[src/verilog/esc_pkg.sv]
// constants, types and register map of the encoder signal conditioning block
package esc_pkg;

  // ==========================================================================
  // data widths
  localparam int unsigned SMP_W     = 16;
  localparam int unsigned POS_W     = 32;
  localparam int unsigned CNT_W     = 32;
  localparam int unsigned FILT_FRAC = 8;
  localparam int unsigned ACC_W     = SMP_W + FILT_FRAC;

  // ==========================================================================
  // register byte offsets on the apb window
  localparam logic [11:0] OFS_OVS_CTRL = 12'h000;
  localparam logic [11:0] OFS_CH1_WRAP = 12'h004;
  localparam logic [11:0] OFS_CH3_WRAP = 12'h008;
  localparam logic [11:0] OFS_ZP_CTRL  = 12'h00c;
  localparam logic [11:0] OFS_STATUS   = 12'h010;
  // counter bank: byte address is base plus four times the counter index
  localparam logic [11:0] OFS_CNT_BASE = 12'h100;
  localparam int unsigned CNT_IDX_CH1  = 31;
  localparam int unsigned CNT_IDX_CH3  = 32;
  localparam logic [11:0] OFS_CNT_CH1  = OFS_CNT_BASE + 12'(CNT_IDX_CH1 * 4);
  localparam logic [11:0] OFS_CNT_CH3  = OFS_CNT_BASE + 12'(CNT_IDX_CH3 * 4);

  // ==========================================================================
  // oversampling_control fields
  localparam int unsigned OVS_EN_BIT    = 0;
  localparam int unsigned OVS_SRC_BIT   = 1;
  localparam int unsigned OVS_SHIFT_LSB = 4;
  localparam int unsigned OVS_SHIFT_W   = 4;
  localparam int unsigned OVS_PMEAS_LSB = 8;
  localparam int unsigned OVS_PMEAS_W   = 7;
  // disabled, sin/cos source, corner code 4, window 100 percent
  localparam logic [31:0] OVS_CTRL_RST  = 32'h0000_6440;
  localparam logic [31:0] WRAP_RST      = 32'h0000_0000;
  localparam logic [6:0]  PCT_FULL      = 7'h64;
  localparam logic        SRC_SINCOS    = 1'b0;
  localparam logic        SRC_RESOLVER  = 1'b1;

  // zero-pulse test control and status bits
  localparam int unsigned ZP_CH1_BIT    = 0;
  localparam int unsigned ZP_CH3_BIT    = 1;
  localparam int unsigned ST_IND1_BIT   = 0;
  localparam int unsigned ST_IND3_BIT   = 1;
  localparam int unsigned ST_ACT_BIT    = 2;
  localparam int unsigned ST_WIN_BIT    = 3;
  localparam int unsigned ST_HZ_LSB     = 16;

  // ==========================================================================
  // filter corner codes
  localparam logic [3:0] FC_CODE_MIN = 4'h4;
  localparam logic [3:0] FC_CODE_MAX = 4'h8;

  // ==========================================================================
  // multi-turn travel: 2048 revolutions of 2^20 increments
  localparam int unsigned REV_BITS = 20;
  localparam int unsigned MT_REVS  = 2048;
  localparam logic [POS_W-1:0] MT_SPAN = POS_W'(MT_REVS) << REV_BITS;

  // ==========================================================================
  // types
  typedef enum logic [1:0] {
    ESC_ENC_SINCOS   = 2'b00,
    ESC_ENC_RESOLVER = 2'b01,
    ESC_ENC_OTHER    = 2'b10,
    ESC_ENC_NONE     = 2'b11
  } esc_enc_kind_t;

  typedef struct packed {
    logic signed [SMP_W-1:0] sin;
    logic signed [SMP_W-1:0] cos;
  } esc_smp_t;

  // corner frequency in hz for a clamped corner code
  function automatic logic [15:0] esc_fc_hz(input logic [3:0] code);
    logic [15:0] hz;
    hz = 16'h1a0a;                    // 6666 hz
    unique case (code)
      4'h5:    hz = 16'h0d05;         // 3333 hz
      4'h6:    hz = 16'h0682;         // 1666 hz
      4'h7:    hz = 16'h034c;         // 844 hz
      4'h8:    hz = 16'h01a0;         // 416 hz
      default: hz = 16'h1a0a;
    endcase
    return hz;
  endfunction

endpackage

[src/verilog/esc_top.sv]
// encoder signal conditioning: oversampling, multi-turn shift, zero-pulse test
`timescale 1ns/100ps
`default_nettype none

// Behaviour
// - enabled oversampling replaces ordinary converter samples when source matches encoder kind
// - window is percentage of sampling period
// - corner codes 4..8 give 6666..416 hz
// - source 0 sin/cos, 1 resolver
// - positions below threshold move past 2048 turns
// - threshold in increments, 20-bit revolution
// - shift only on channels 1 and 3
// - test setting 1 enters zero-pulse test
// - indicator toggles on every zero pulse in test mode, held low otherwise
// - indicator widths show pulse spacing only
// - test mode hides pulses from homing
// - all pulses counted, indices 31 and 32
// - only resolver and sin/cos affected
module esc_top #(
  parameter int unsigned PER_W = 16
) (
  // clock and reset
  input  wire logic                        CORE_CLK,
  input  wire logic                        RESETN,
  // apb slave
  input  wire logic                        PSEL,
  input  wire logic                        PENABLE,
  input  wire logic                        PWRITE,
  input  wire logic [11:0]                 PADDR,
  input  wire logic [31:0]                 PWDATA,
  output logic      [31:0]                 PRDATA,
  output logic                             PREADY,
  output logic                             PSLVERR,
  // control sampling and encoder kind
  input  wire logic                        CTRL_TICK,
  input  wire esc_pkg::esc_enc_kind_t      ENC_KIND,
  // converter and oversampled sample streams
  input  wire esc_pkg::esc_smp_t           ADC_SMP,
  input  wire esc_pkg::esc_smp_t           OVS_SINCOS_SMP,
  input  wire logic                        OVS_SINCOS_STB,
  input  wire esc_pkg::esc_smp_t           OVS_RES_SMP,
  input  wire logic                        OVS_RES_STB,
  // samples to position evaluation
  output esc_pkg::esc_smp_t                POS_SMP,
  output logic                             POS_STB,
  // multi-turn positions
  input  wire logic [esc_pkg::POS_W-1:0]   CH1_MT_POS,
  input  wire logic [esc_pkg::POS_W-1:0]   CH3_MT_POS,
  output logic      [esc_pkg::POS_W-1:0]   CH1_MT_OUT,
  output logic      [esc_pkg::POS_W-1:0]   CH3_MT_OUT,
  // zero pulses
  input  wire logic                        ZP_CH1_IN,
  input  wire logic                        ZP_CH3_IN,
  output logic                             ZERO_MARK_INDICATOR_CH1,
  output logic                             ZERO_MARK_INDICATOR_CH3,
  output logic                             HOMING_ZP_CH1,
  output logic                             HOMING_ZP_CH3
);

  localparam int unsigned WIN_W = PER_W + esc_pkg::OVS_PMEAS_W;
  localparam int unsigned PW    = esc_pkg::POS_W;
  localparam int unsigned AW    = esc_pkg::ACC_W;

  // ==========================================================================
  // registers
  logic [31:0]                 ovs_ctrl_reg;
  logic [PW-1:0]               wrap_reg [2];
  logic [1:0]                  zp_ctrl_reg;
  logic [31:0]                 prdata_reg;
  logic [PER_W-1:0]            per_cnt_reg;
  logic [WIN_W-1:0]            win_lim_reg;
  logic signed [AW-1:0]        acc_sin_reg;
  logic signed [AW-1:0]        acc_cos_reg;
  esc_pkg::esc_smp_t           pos_reg;
  logic                        pos_stb_reg;
  logic [PW-1:0]               mt_out_reg [2];

  // ==========================================================================
  // apb decode
  wire setup_rd = PSEL & ~PENABLE & ~PWRITE;
  wire access   = PSEL & PENABLE;
  wire wr_en    = access & PWRITE;
  wire hit_ctrl = PADDR == esc_pkg::OFS_OVS_CTRL;
  wire hit_w1   = PADDR == esc_pkg::OFS_CH1_WRAP;
  wire hit_w3   = PADDR == esc_pkg::OFS_CH3_WRAP;
  wire hit_zp   = PADDR == esc_pkg::OFS_ZP_CTRL;
  wire hit_st   = PADDR == esc_pkg::OFS_STATUS;
  wire hit_c1   = PADDR == esc_pkg::OFS_CNT_CH1;
  wire hit_c3   = PADDR == esc_pkg::OFS_CNT_CH3;
  wire hit_any  = hit_ctrl | hit_w1 | hit_w3 | hit_zp | hit_st | hit_c1 | hit_c3;

  // zero-wait slave; unmapped addresses answer with an error
  assign PREADY  = 1'b1;
  assign PSLVERR = access & ~hit_any;
  assign PRDATA  = prdata_reg;

  // ==========================================================================
  // oversampling settings
  wire                                  ovs_en = ovs_ctrl_reg[esc_pkg::OVS_EN_BIT];
  wire                                  ovs_src =
    ovs_ctrl_reg[esc_pkg::OVS_SRC_BIT];
  wire [esc_pkg::OVS_SHIFT_W-1:0]       sh_code =
    ovs_ctrl_reg[esc_pkg::OVS_SHIFT_LSB +: esc_pkg::OVS_SHIFT_W];
  wire [esc_pkg::OVS_PMEAS_W-1:0]       pmeas =
    ovs_ctrl_reg[esc_pkg::OVS_PMEAS_LSB +: esc_pkg::OVS_PMEAS_W];

  // codes outside 4..8 clamp to the nearest corner rather than run unfiltered
  wire [3:0] sh_eff =
    (sh_code < esc_pkg::FC_CODE_MIN) ? esc_pkg::FC_CODE_MIN :
    (sh_code > esc_pkg::FC_CODE_MAX) ? esc_pkg::FC_CODE_MAX : sh_code;
  wire [15:0] corner_hz = esc_pkg::esc_fc_hz(sh_eff);

  // source pick; the filter only runs for a matching encoder kind
  wire src_match =
    (ovs_src == esc_pkg::SRC_SINCOS   && ENC_KIND == esc_pkg::ESC_ENC_SINCOS) ||
    (ovs_src == esc_pkg::SRC_RESOLVER && ENC_KIND == esc_pkg::ESC_ENC_RESOLVER);
  wire ovs_active = ovs_en & src_match;
  wire esc_pkg::esc_smp_t ovs_smp =
    (ovs_src == esc_pkg::SRC_RESOLVER) ? OVS_RES_SMP : OVS_SINCOS_SMP;
  wire ovs_stb = (ovs_src == esc_pkg::SRC_RESOLVER) ? OVS_RES_STB
                                                    : OVS_SINCOS_STB;

  // ==========================================================================
  // measuring window: elapsed*100 stays below period*pmeas
  wire [WIN_W-1:0] per_len  = WIN_W'(per_cnt_reg) + WIN_W'(1);
  wire [WIN_W-1:0] elapsed  = WIN_W'(per_cnt_reg) * WIN_W'(esc_pkg::PCT_FULL);
  wire [WIN_W-1:0] lim_next = per_len * WIN_W'(pmeas);
  wire             win_open = elapsed < win_lim_reg;
  wire             per_full = &per_cnt_reg;

  // period counter restarts on each tick and saturates if ticks stop
  always_ff @(posedge CORE_CLK or negedge RESETN) begin
    if (!RESETN) begin
      per_cnt_reg <= '0;
      win_lim_reg <= '0;
    end else if (CTRL_TICK) begin
      per_cnt_reg <= '0;
      win_lim_reg <= lim_next;
    end else if (!per_full) begin
      per_cnt_reg <= per_cnt_reg + PER_W'(1);
    end
  end

  // ==========================================================================
  // first-order low-pass step: acc += (x - acc) >>> shift
  function automatic logic signed [AW-1:0] filt_step(
    input logic signed [AW-1:0]             acc,
    input logic signed [esc_pkg::SMP_W-1:0] x,
    input logic [3:0]                       sh
  );
    logic signed [AW:0] diff;
    logic signed [AW:0] step;
    diff = $signed({x[esc_pkg::SMP_W-1], x, {esc_pkg::FILT_FRAC{1'b0}}})
           - $signed({acc[AW-1], acc});
    step = diff >>> sh;
    return acc + $signed(step[AW-1:0]);
  endfunction

  wire filt_upd = ovs_active & ovs_stb & win_open;
  wire signed [AW-1:0] sin_next = filt_step(acc_sin_reg, ovs_smp.sin, sh_eff);
  wire signed [AW-1:0] cos_next = filt_step(acc_cos_reg, ovs_smp.cos, sh_eff);
  wire esc_pkg::esc_smp_t filt_smp = '{
    sin: acc_sin_reg[AW-1 -: esc_pkg::SMP_W],
    cos: acc_cos_reg[AW-1 -: esc_pkg::SMP_W]
  };

  // filter state; samples outside the window are dropped, not queued
  always_ff @(posedge CORE_CLK or negedge RESETN) begin
    if (!RESETN) begin
      acc_sin_reg <= '0;
      acc_cos_reg <= '0;
    end else if (filt_upd) begin
      acc_sin_reg <= sin_next;
      acc_cos_reg <= cos_next;
    end
  end

  // ==========================================================================
  // sample handed to position evaluation once per control tick
  always_ff @(posedge CORE_CLK or negedge RESETN) begin
    if (!RESETN) begin
      pos_reg     <= '0;
      pos_stb_reg <= 1'b0;
    end else begin
      pos_stb_reg <= CTRL_TICK;
      if (CTRL_TICK) begin
        pos_reg <= ovs_active ? filt_smp : ADC_SMP;
      end
    end
  end

  assign POS_SMP = pos_reg;
  assign POS_STB = pos_stb_reg;

  // ==========================================================================
  // multi-turn shift, channels 1 and 3 only; unsigned increments
  wire [PW-1:0] mt_in [2];
  assign mt_in[0] = CH1_MT_POS;
  assign mt_in[1] = CH3_MT_POS;

  genvar g;
  generate
    for (g = 0; g < 2; g++) begin : g_mt
      wire below = mt_in[g] < wrap_reg[g];
      always_ff @(posedge CORE_CLK or negedge RESETN) begin
        if (!RESETN) begin
          mt_out_reg[g] <= '0;
        end else begin
          mt_out_reg[g] <= below ? mt_in[g] + esc_pkg::MT_SPAN
                                 : mt_in[g];
        end
      end
    end
  endgenerate

  assign CH1_MT_OUT = mt_out_reg[0];
  assign CH3_MT_OUT = mt_out_reg[1];

  // ==========================================================================
  // zero-pulse channels
  logic [esc_pkg::CNT_W-1:0] cnt_ch1;
  logic [esc_pkg::CNT_W-1:0] cnt_ch3;

  esc_zp_chan u_zp1 (
    .clk       (CORE_CLK),
    .rst_n     (RESETN),
    .zp_in     (ZP_CH1_IN),
    .test_en   (zp_ctrl_reg[esc_pkg::ZP_CH1_BIT]),
    .indicator (ZERO_MARK_INDICATOR_CH1),
    .homing_zp (HOMING_ZP_CH1),
    .count     (cnt_ch1)
  );

  esc_zp_chan u_zp3 (
    .clk       (CORE_CLK),
    .rst_n     (RESETN),
    .zp_in     (ZP_CH3_IN),
    .test_en   (zp_ctrl_reg[esc_pkg::ZP_CH3_BIT]),
    .indicator (ZERO_MARK_INDICATOR_CH3),
    .homing_zp (HOMING_ZP_CH3),
    .count     (cnt_ch3)
  );

  // ==========================================================================
  // register writes and read data
  wire [31:0] status_word;
  assign status_word = {corner_hz, 12'h000, win_open, ovs_active,
                        ZERO_MARK_INDICATOR_CH3, ZERO_MARK_INDICATOR_CH1};

  wire [31:0] rd_mux =
    hit_ctrl ? ovs_ctrl_reg :
    hit_w1   ? wrap_reg[0]  :
    hit_w3   ? wrap_reg[1]  :
    hit_zp   ? {30'h0000_0000, zp_ctrl_reg} :
    hit_st   ? status_word  :
    hit_c1   ? cnt_ch1      :
    hit_c3   ? cnt_ch3      : 32'h0000_0000;

  // writes land at the access edge; read data captured in the setup cycle
  always_ff @(posedge CORE_CLK or negedge RESETN) begin
    if (!RESETN) begin
      ovs_ctrl_reg <= esc_pkg::OVS_CTRL_RST;
      wrap_reg[0]  <= esc_pkg::WRAP_RST;
      wrap_reg[1]  <= esc_pkg::WRAP_RST;
      zp_ctrl_reg  <= 2'b00;
      prdata_reg   <= 32'h0000_0000;
    end else begin
      if (wr_en && hit_ctrl) ovs_ctrl_reg <= PWDATA;
      if (wr_en && hit_w1) wrap_reg[0] <= PWDATA;
      if (wr_en && hit_w3) wrap_reg[1] <= PWDATA;
      if (wr_en && hit_zp) zp_ctrl_reg <= PWDATA[1:0];
      if (setup_rd) prdata_reg <= rd_mux;
    end
  end
endmodule

`default_nettype wire

[src/verilog/esc_zp_chan.sv]
// zero-pulse test, homing gate and event counter for one encoder channel
`timescale 1ns/100ps
`default_nettype none

module esc_zp_chan #(
  parameter int unsigned CNT_W = esc_pkg::CNT_W
) (
  // clock and reset
  input  wire logic             clk,
  input  wire logic             rst_n,
  // encoder side
  input  wire logic             zp_in,
  input  wire logic             test_en,
  // results
  output logic                  indicator,
  output logic                  homing_zp,
  output logic [CNT_W-1:0]      count
);

  logic             zp_prev_reg;
  logic             ind_reg;
  logic             ind_next;
  logic             hom_reg;
  logic [CNT_W-1:0] cnt_reg;
  wire              zp_rise = zp_in & ~zp_prev_reg;

  // indicator flips per pulse, so its widths show pulse spacing
  assign ind_next = !test_en ? 1'b0 : (zp_rise ? ~ind_reg : ind_reg);

  // edge detect, toggle, homing gate and counter
  always_ff @(posedge clk or negedge rst_n) begin
    if (!rst_n) begin
      zp_prev_reg <= 1'b0;
      ind_reg     <= 1'b0;
      hom_reg     <= 1'b0;
      cnt_reg     <= '0;
    end else begin
      zp_prev_reg <= zp_in;
      ind_reg     <= ind_next;
      hom_reg     <= zp_rise & ~test_en;
      cnt_reg     <= cnt_reg + CNT_W'(zp_rise);
    end
  end

  assign indicator = ind_reg;
  assign homing_zp = hom_reg;
  assign count     = cnt_reg;
endmodule

`default_nettype wire
[config.mk]
export PLATFORM = sky130hd
export DESIGN_NAME = esc_top
export DESIGN_NICKNAME = d
export VERILOG_FILES = /design/src/verilog/esc_pkg.sv /design/src/verilog/esc_top.sv /design/src/verilog/esc_zp_chan.sv
export SDC_FILE = /design/constraint.sdc
export NUM_CORES = 1
export LEC_CHECK = 0
export BUFFER_PORTS_ARGS = -buffer_cell sky130_fd_sc_hd__clkbuf_2
export CORE_MARGIN = 2
export CORE_UTILIZATION = 50
export CTS_BUF_LIST = sky130_fd_sc_hd__clkbuf_8 sky130_fd_sc_hd__clkbuf_16
export CTS_CLUSTER_SIZE = 28
export DETAILED_ROUTE_END_ITERATION = 8
export GPL_ROUTABILITY_DRIVEN = 0
export GPL_TIMING_DRIVEN = 0
export MAX_ROUTING_LAYER = met4
export PLACE_DENSITY = 0.82
export SYNTH_ARGS = -nofsm -noshare
export SYNTH_HDL_FRONTEND = slang
export SYNTH_SLANG_ARGS = --single-unit
[constraint.sdc]
create_clock -name CORE_CLK -period 5.4 [get_ports CORE_CLK]
set_input_delay 0.27 -clock CORE_CLK [delete_from_list [all_inputs] [get_ports CORE_CLK]]
set_output_delay 0.27 -clock CORE_CLK [all_outputs]
set_load 0.005 [all_outputs]
==> run_results.csv <==
group,metric,value,unit
setup_path,cp.arrival,6360,ps
timing,fin_crit_sh,1.096,
drt,routed_via_density,6.217,
timing,drv_slew,0,
synthesis,synth_top_area_cell,"dfrtp_1",
power,p_comb_frac,0.161,
timing,fin_crit,5917,ps
outcome,violations,"design-rule violations, negative setup slack",
layout,finalCoreUtilization,0.6643,
synthesis,syn_area,28210,µm²
drt,drtPass1Iterations,9,
synthesis,synthTopCellsByArea,"dfrtp_1 (34%), ha_1 (12%), fa_1 (6.1%)",
timing,rsz0062_at_grt,"true",
synthesis,synthCells,2979,
clocking,clk_pin_slew,70,ps
timing,fin_skew,48.10,ps
drt,vias,27660,
timing,hold_violations,0,
clocking,cts_tree,"done",
synthesis,yosysWarnings,0,
power,p_int,5.315,mW
drt,wire_per_inst,23.59,µm
layout,drive_gt1_frac,0.2912,
setup_path,crit_family,"adder cells",
min_path,min_path_type,"primary input to flop",
die,io_pins,351,
run,drv_cap,0,
drt,drc,1,
power,power,7.492,mW
layout,nFillCells,3850,
layout,synthToLayoutAreaGrowth,32.00,%
clocking,cts_root_buffer,"clkbuf_16",
place,dp_cells,4086,
drt,drt_iter0_drc,3399,
global_routing,grt_pass1_vias,27450,
die,num_rows,87,
synthesis,postSynthAreaPerCell,9.470,µm²
global_routing,grt_pass1_wl,151300,µm
setup_path,crit_path_start_kind,"flop",
setup_path,critPathKind,"flop to flop",
setup_path,cpPeakStageDelay,570,ps
clocking,cts_buffers,44,
synthesis,synthArstFlopShare,1.000,
global_routing,grt_max_degree,104,
synthesis,yosysMostFrequentCell,"dfrtp_1",
setup_path,worstPathRequired,5840,ps
die,core-area,56060,µm²
timing,finalSetupViolCount,17,
drt,postRouteAntennaNets,0,
synthesis,seq_area_frac_synth,0.3408,
synthesis,synth_edf_count,0,
setup_path,crit_top_cell,"fa_1",
outcome,status,"complete, but fails checks",
setup_path,crit_chain,"clkbuf_2, nand2_4, xor2_4, buf_6, nor2b_1, fa_1, fa_1, inv_2, fa_1, inv_2, fa_1, ha_4, o21a_1, o21ai_2, o31ai_4, o211ai_1, a31oi_2, or4_1, a31oi_1, xor2_1, mux2i_1",
place,dpl.hpwl,66720,µm
power,power_frac_seq,0.413,
synthesis,ys_seq_elements,384,
synthesis,yosysUniqueCellTypes,92,
drt,drt-total-wl,105000,µm
place,numPortBuffers,348,
synthesis,syn_nets,3545,
setup_path,path_buf_inv,4,
clocking,clock_path_buffers,3,
power,p_sw,2.176,mW
global_routing,antenna_found_initial,10,
synthesis,synth_top_area_frac,0.3371,
global_routing,grt_usage,0.3363,
clocking,htree_levels,2,
synthesis,synth_common_cells,"dfrtp_1 (380), inv_1 (265), ha_1 (264), nand2_1 (228), a21oi_1 (201)",
die,die_area,58340,µm²
power,leakage,17.50,nW
power,swShare,0.2905,
timing,worst_pin_slew,1208,ps
timing,fin_hold_ws,11.64,ps
global_routing,overflow,0,
power,power_density,201.2,nW/µm²
timing,finalWorstSetupSlack,-517.2,ps
die,die_x,241.5,µm
timing,fmax,0.1690,GHz
layout,largest_reg_flops,64,
setup_path,end_kind,"flop",
layout,finalNonFillerCells,4450,
power,pwr-share-clk,0.426,
clocking,clock_sinks,384,
timing,maxSlewHeadroom,0.1873,
power,peakVddDrop,0.2371,mV
clocking,clk_latency,610,ps
die,die_h,241.5,µm
die,start_util,0.5032,
setup_path,path_max_fanout,10,
setup_path,slowest_stage,"fa_1",
synthesis,ys.flop_type,"dfrtp_1",
layout,nNetsFinal,4217,
-- metal layers --
metal | part of all wire | GRT usage
met1 | 0.35 | 0.3971
met2 | 0.46 | 0.5330
met3 | 0.11 | 0.07536
met4 | 0.073 | 0.1872
met5 | 0 | -
-- power groups by stage --
stage,Combinational [mW],Sequential (mW),Clock [mW]
after floorplan,0.499,3.12,0
after global placement,0.874,3.13,0
after detailed placement,0.906,3.13,0
after CTS,1.05,3.08,3.15
after global routing,1.29,3.10,3.30
final,1.21,3.09,3.19
-- cell usage in the layout, fill, tap and decap left out, types with 48 or more instances in the layout --
master,Yosys,final
clkbuf_1,89,65
inv_1,265,264
mux2_2,145,138
a21oi_1,201,167
nand2_1,228,209
fa_1,86,84
dlygate4sd3_1,0,121
clkbuf_16,0,48
nor2b_1,78,63
o21ai_0,143,91
dfrtp_1,380,372
a21o_1,71,71
nor2_1,198,180
buf_4,1,127
nand3_1,68,65
xor2_1,69,59
xnor2_1,125,100
ha_1,264,221
clkbuf_2,0,354
-- area by class of cell --
| class | instances | area (µm²) | share of cell area |
|---|---|---|---|
| Antenna cell | 9 | 22.52 | 0.0006048 |
| Buffer | 113 | 605.6 | 0.01626 |
| Clock buffer | 49 | 1170 | 0.03142 |
| Clock inverter | 31 | 344.1 | 0.009240 |
| Inverter | 265 | 994.7 | 0.02671 |
| Multi-Input combinational cell | 2209 | 19030 | 0.5110 |
| Sequential cell | 384 | 9624 | 0.2585 |
| Tap cell | 756 | 945.9 | 0.02540 |
| Timing Repair Buffer | 634 | 4502 | 0.1209 |
-- cell families (layout without fill, tap and decap cells) --
family | after synthesis | in the layout | synth area share
adder cells (fa/ha/maj) | 350 | 350 | 0.1781
AND/OR/NAND/NOR | 802 | 803 | 0.1385
XOR/XNOR | 195 | 195 | 0.06081
flip-flops | 384 | 384 | 0.3408
other | 1 | 10 | 0.0001329
multiplexers | 170 | 170 | 0.06808
buffers and inverters | 387 | 1092 | 0.05340
AO/OA/AOI/OAI | 690 | 690 | 0.1602
-- worst paths after layout --
| path | start | endpoint | slack (ps) | cells past startpoint |
|---|---|---|---|---|
| worst min register to register | PRDATA[5] | PRDATA[5] | 490 | 1 |
| max in group asynchronous | RESETN | ovs_ctrl_reg[1] | 3980 | 3 |
| worst max register to register | per_cnt_reg[0] | win_lim_reg[21] | -520 | 21 |
| min in group asynchronous | RESETN | win_lim_reg[10] | 300 | 2 |
| worst max-delay path | per_cnt_reg[0] | win_lim_reg[21] | -520 | 21 |
| worst min-delay path | ADC_SMP[30] | POS_SMP[30] | 10 | 3 |
-- stage by stage --
stage	area (µm²)	TNS, ps	setup WS (ps)
6_report	37240	-4181	-517.2
5_1_grt	37240	-10280	-671.6
4_1_cts	35500	-766.9	-223.2
3_5_place_dp	31110	-68320	-1387
3_3_place_gp	31010	-1816470	-5320
2_1_floorplan	28320	-18.48	-18.48
-- worst reg2reg max path, cell delays in order (launching register included) --
cell,delay [ps]
dfrtp_2,420
clkbuf_2,320
nand2_4,110
xor2_4,210
buf_6,160
nor2b_1,230
fa_1,500
fa_1,570
inv_2,40
fa_1,500
inv_2,50
fa_1,550
ha_4,230
o21a_1,130
o21ai_2,230
o31ai_4,110
o211ai_1,320
a31oi_2,170
or4_1,430
a31oi_1,210
xor2_1,170
mux2i_1,90
-- repair_timing --
action | CTS | global route
endpoints found under the hold margin | 274 | 0
gates cloned | 0 | 5
setup endpoints to repair | 62 | 59
gates resized for setup | 194 | 280
pin swaps | 96 | 122
setup buffers | 87 | 72
hold buffers | 121 | 0
(Power assumes the default switching activity.)
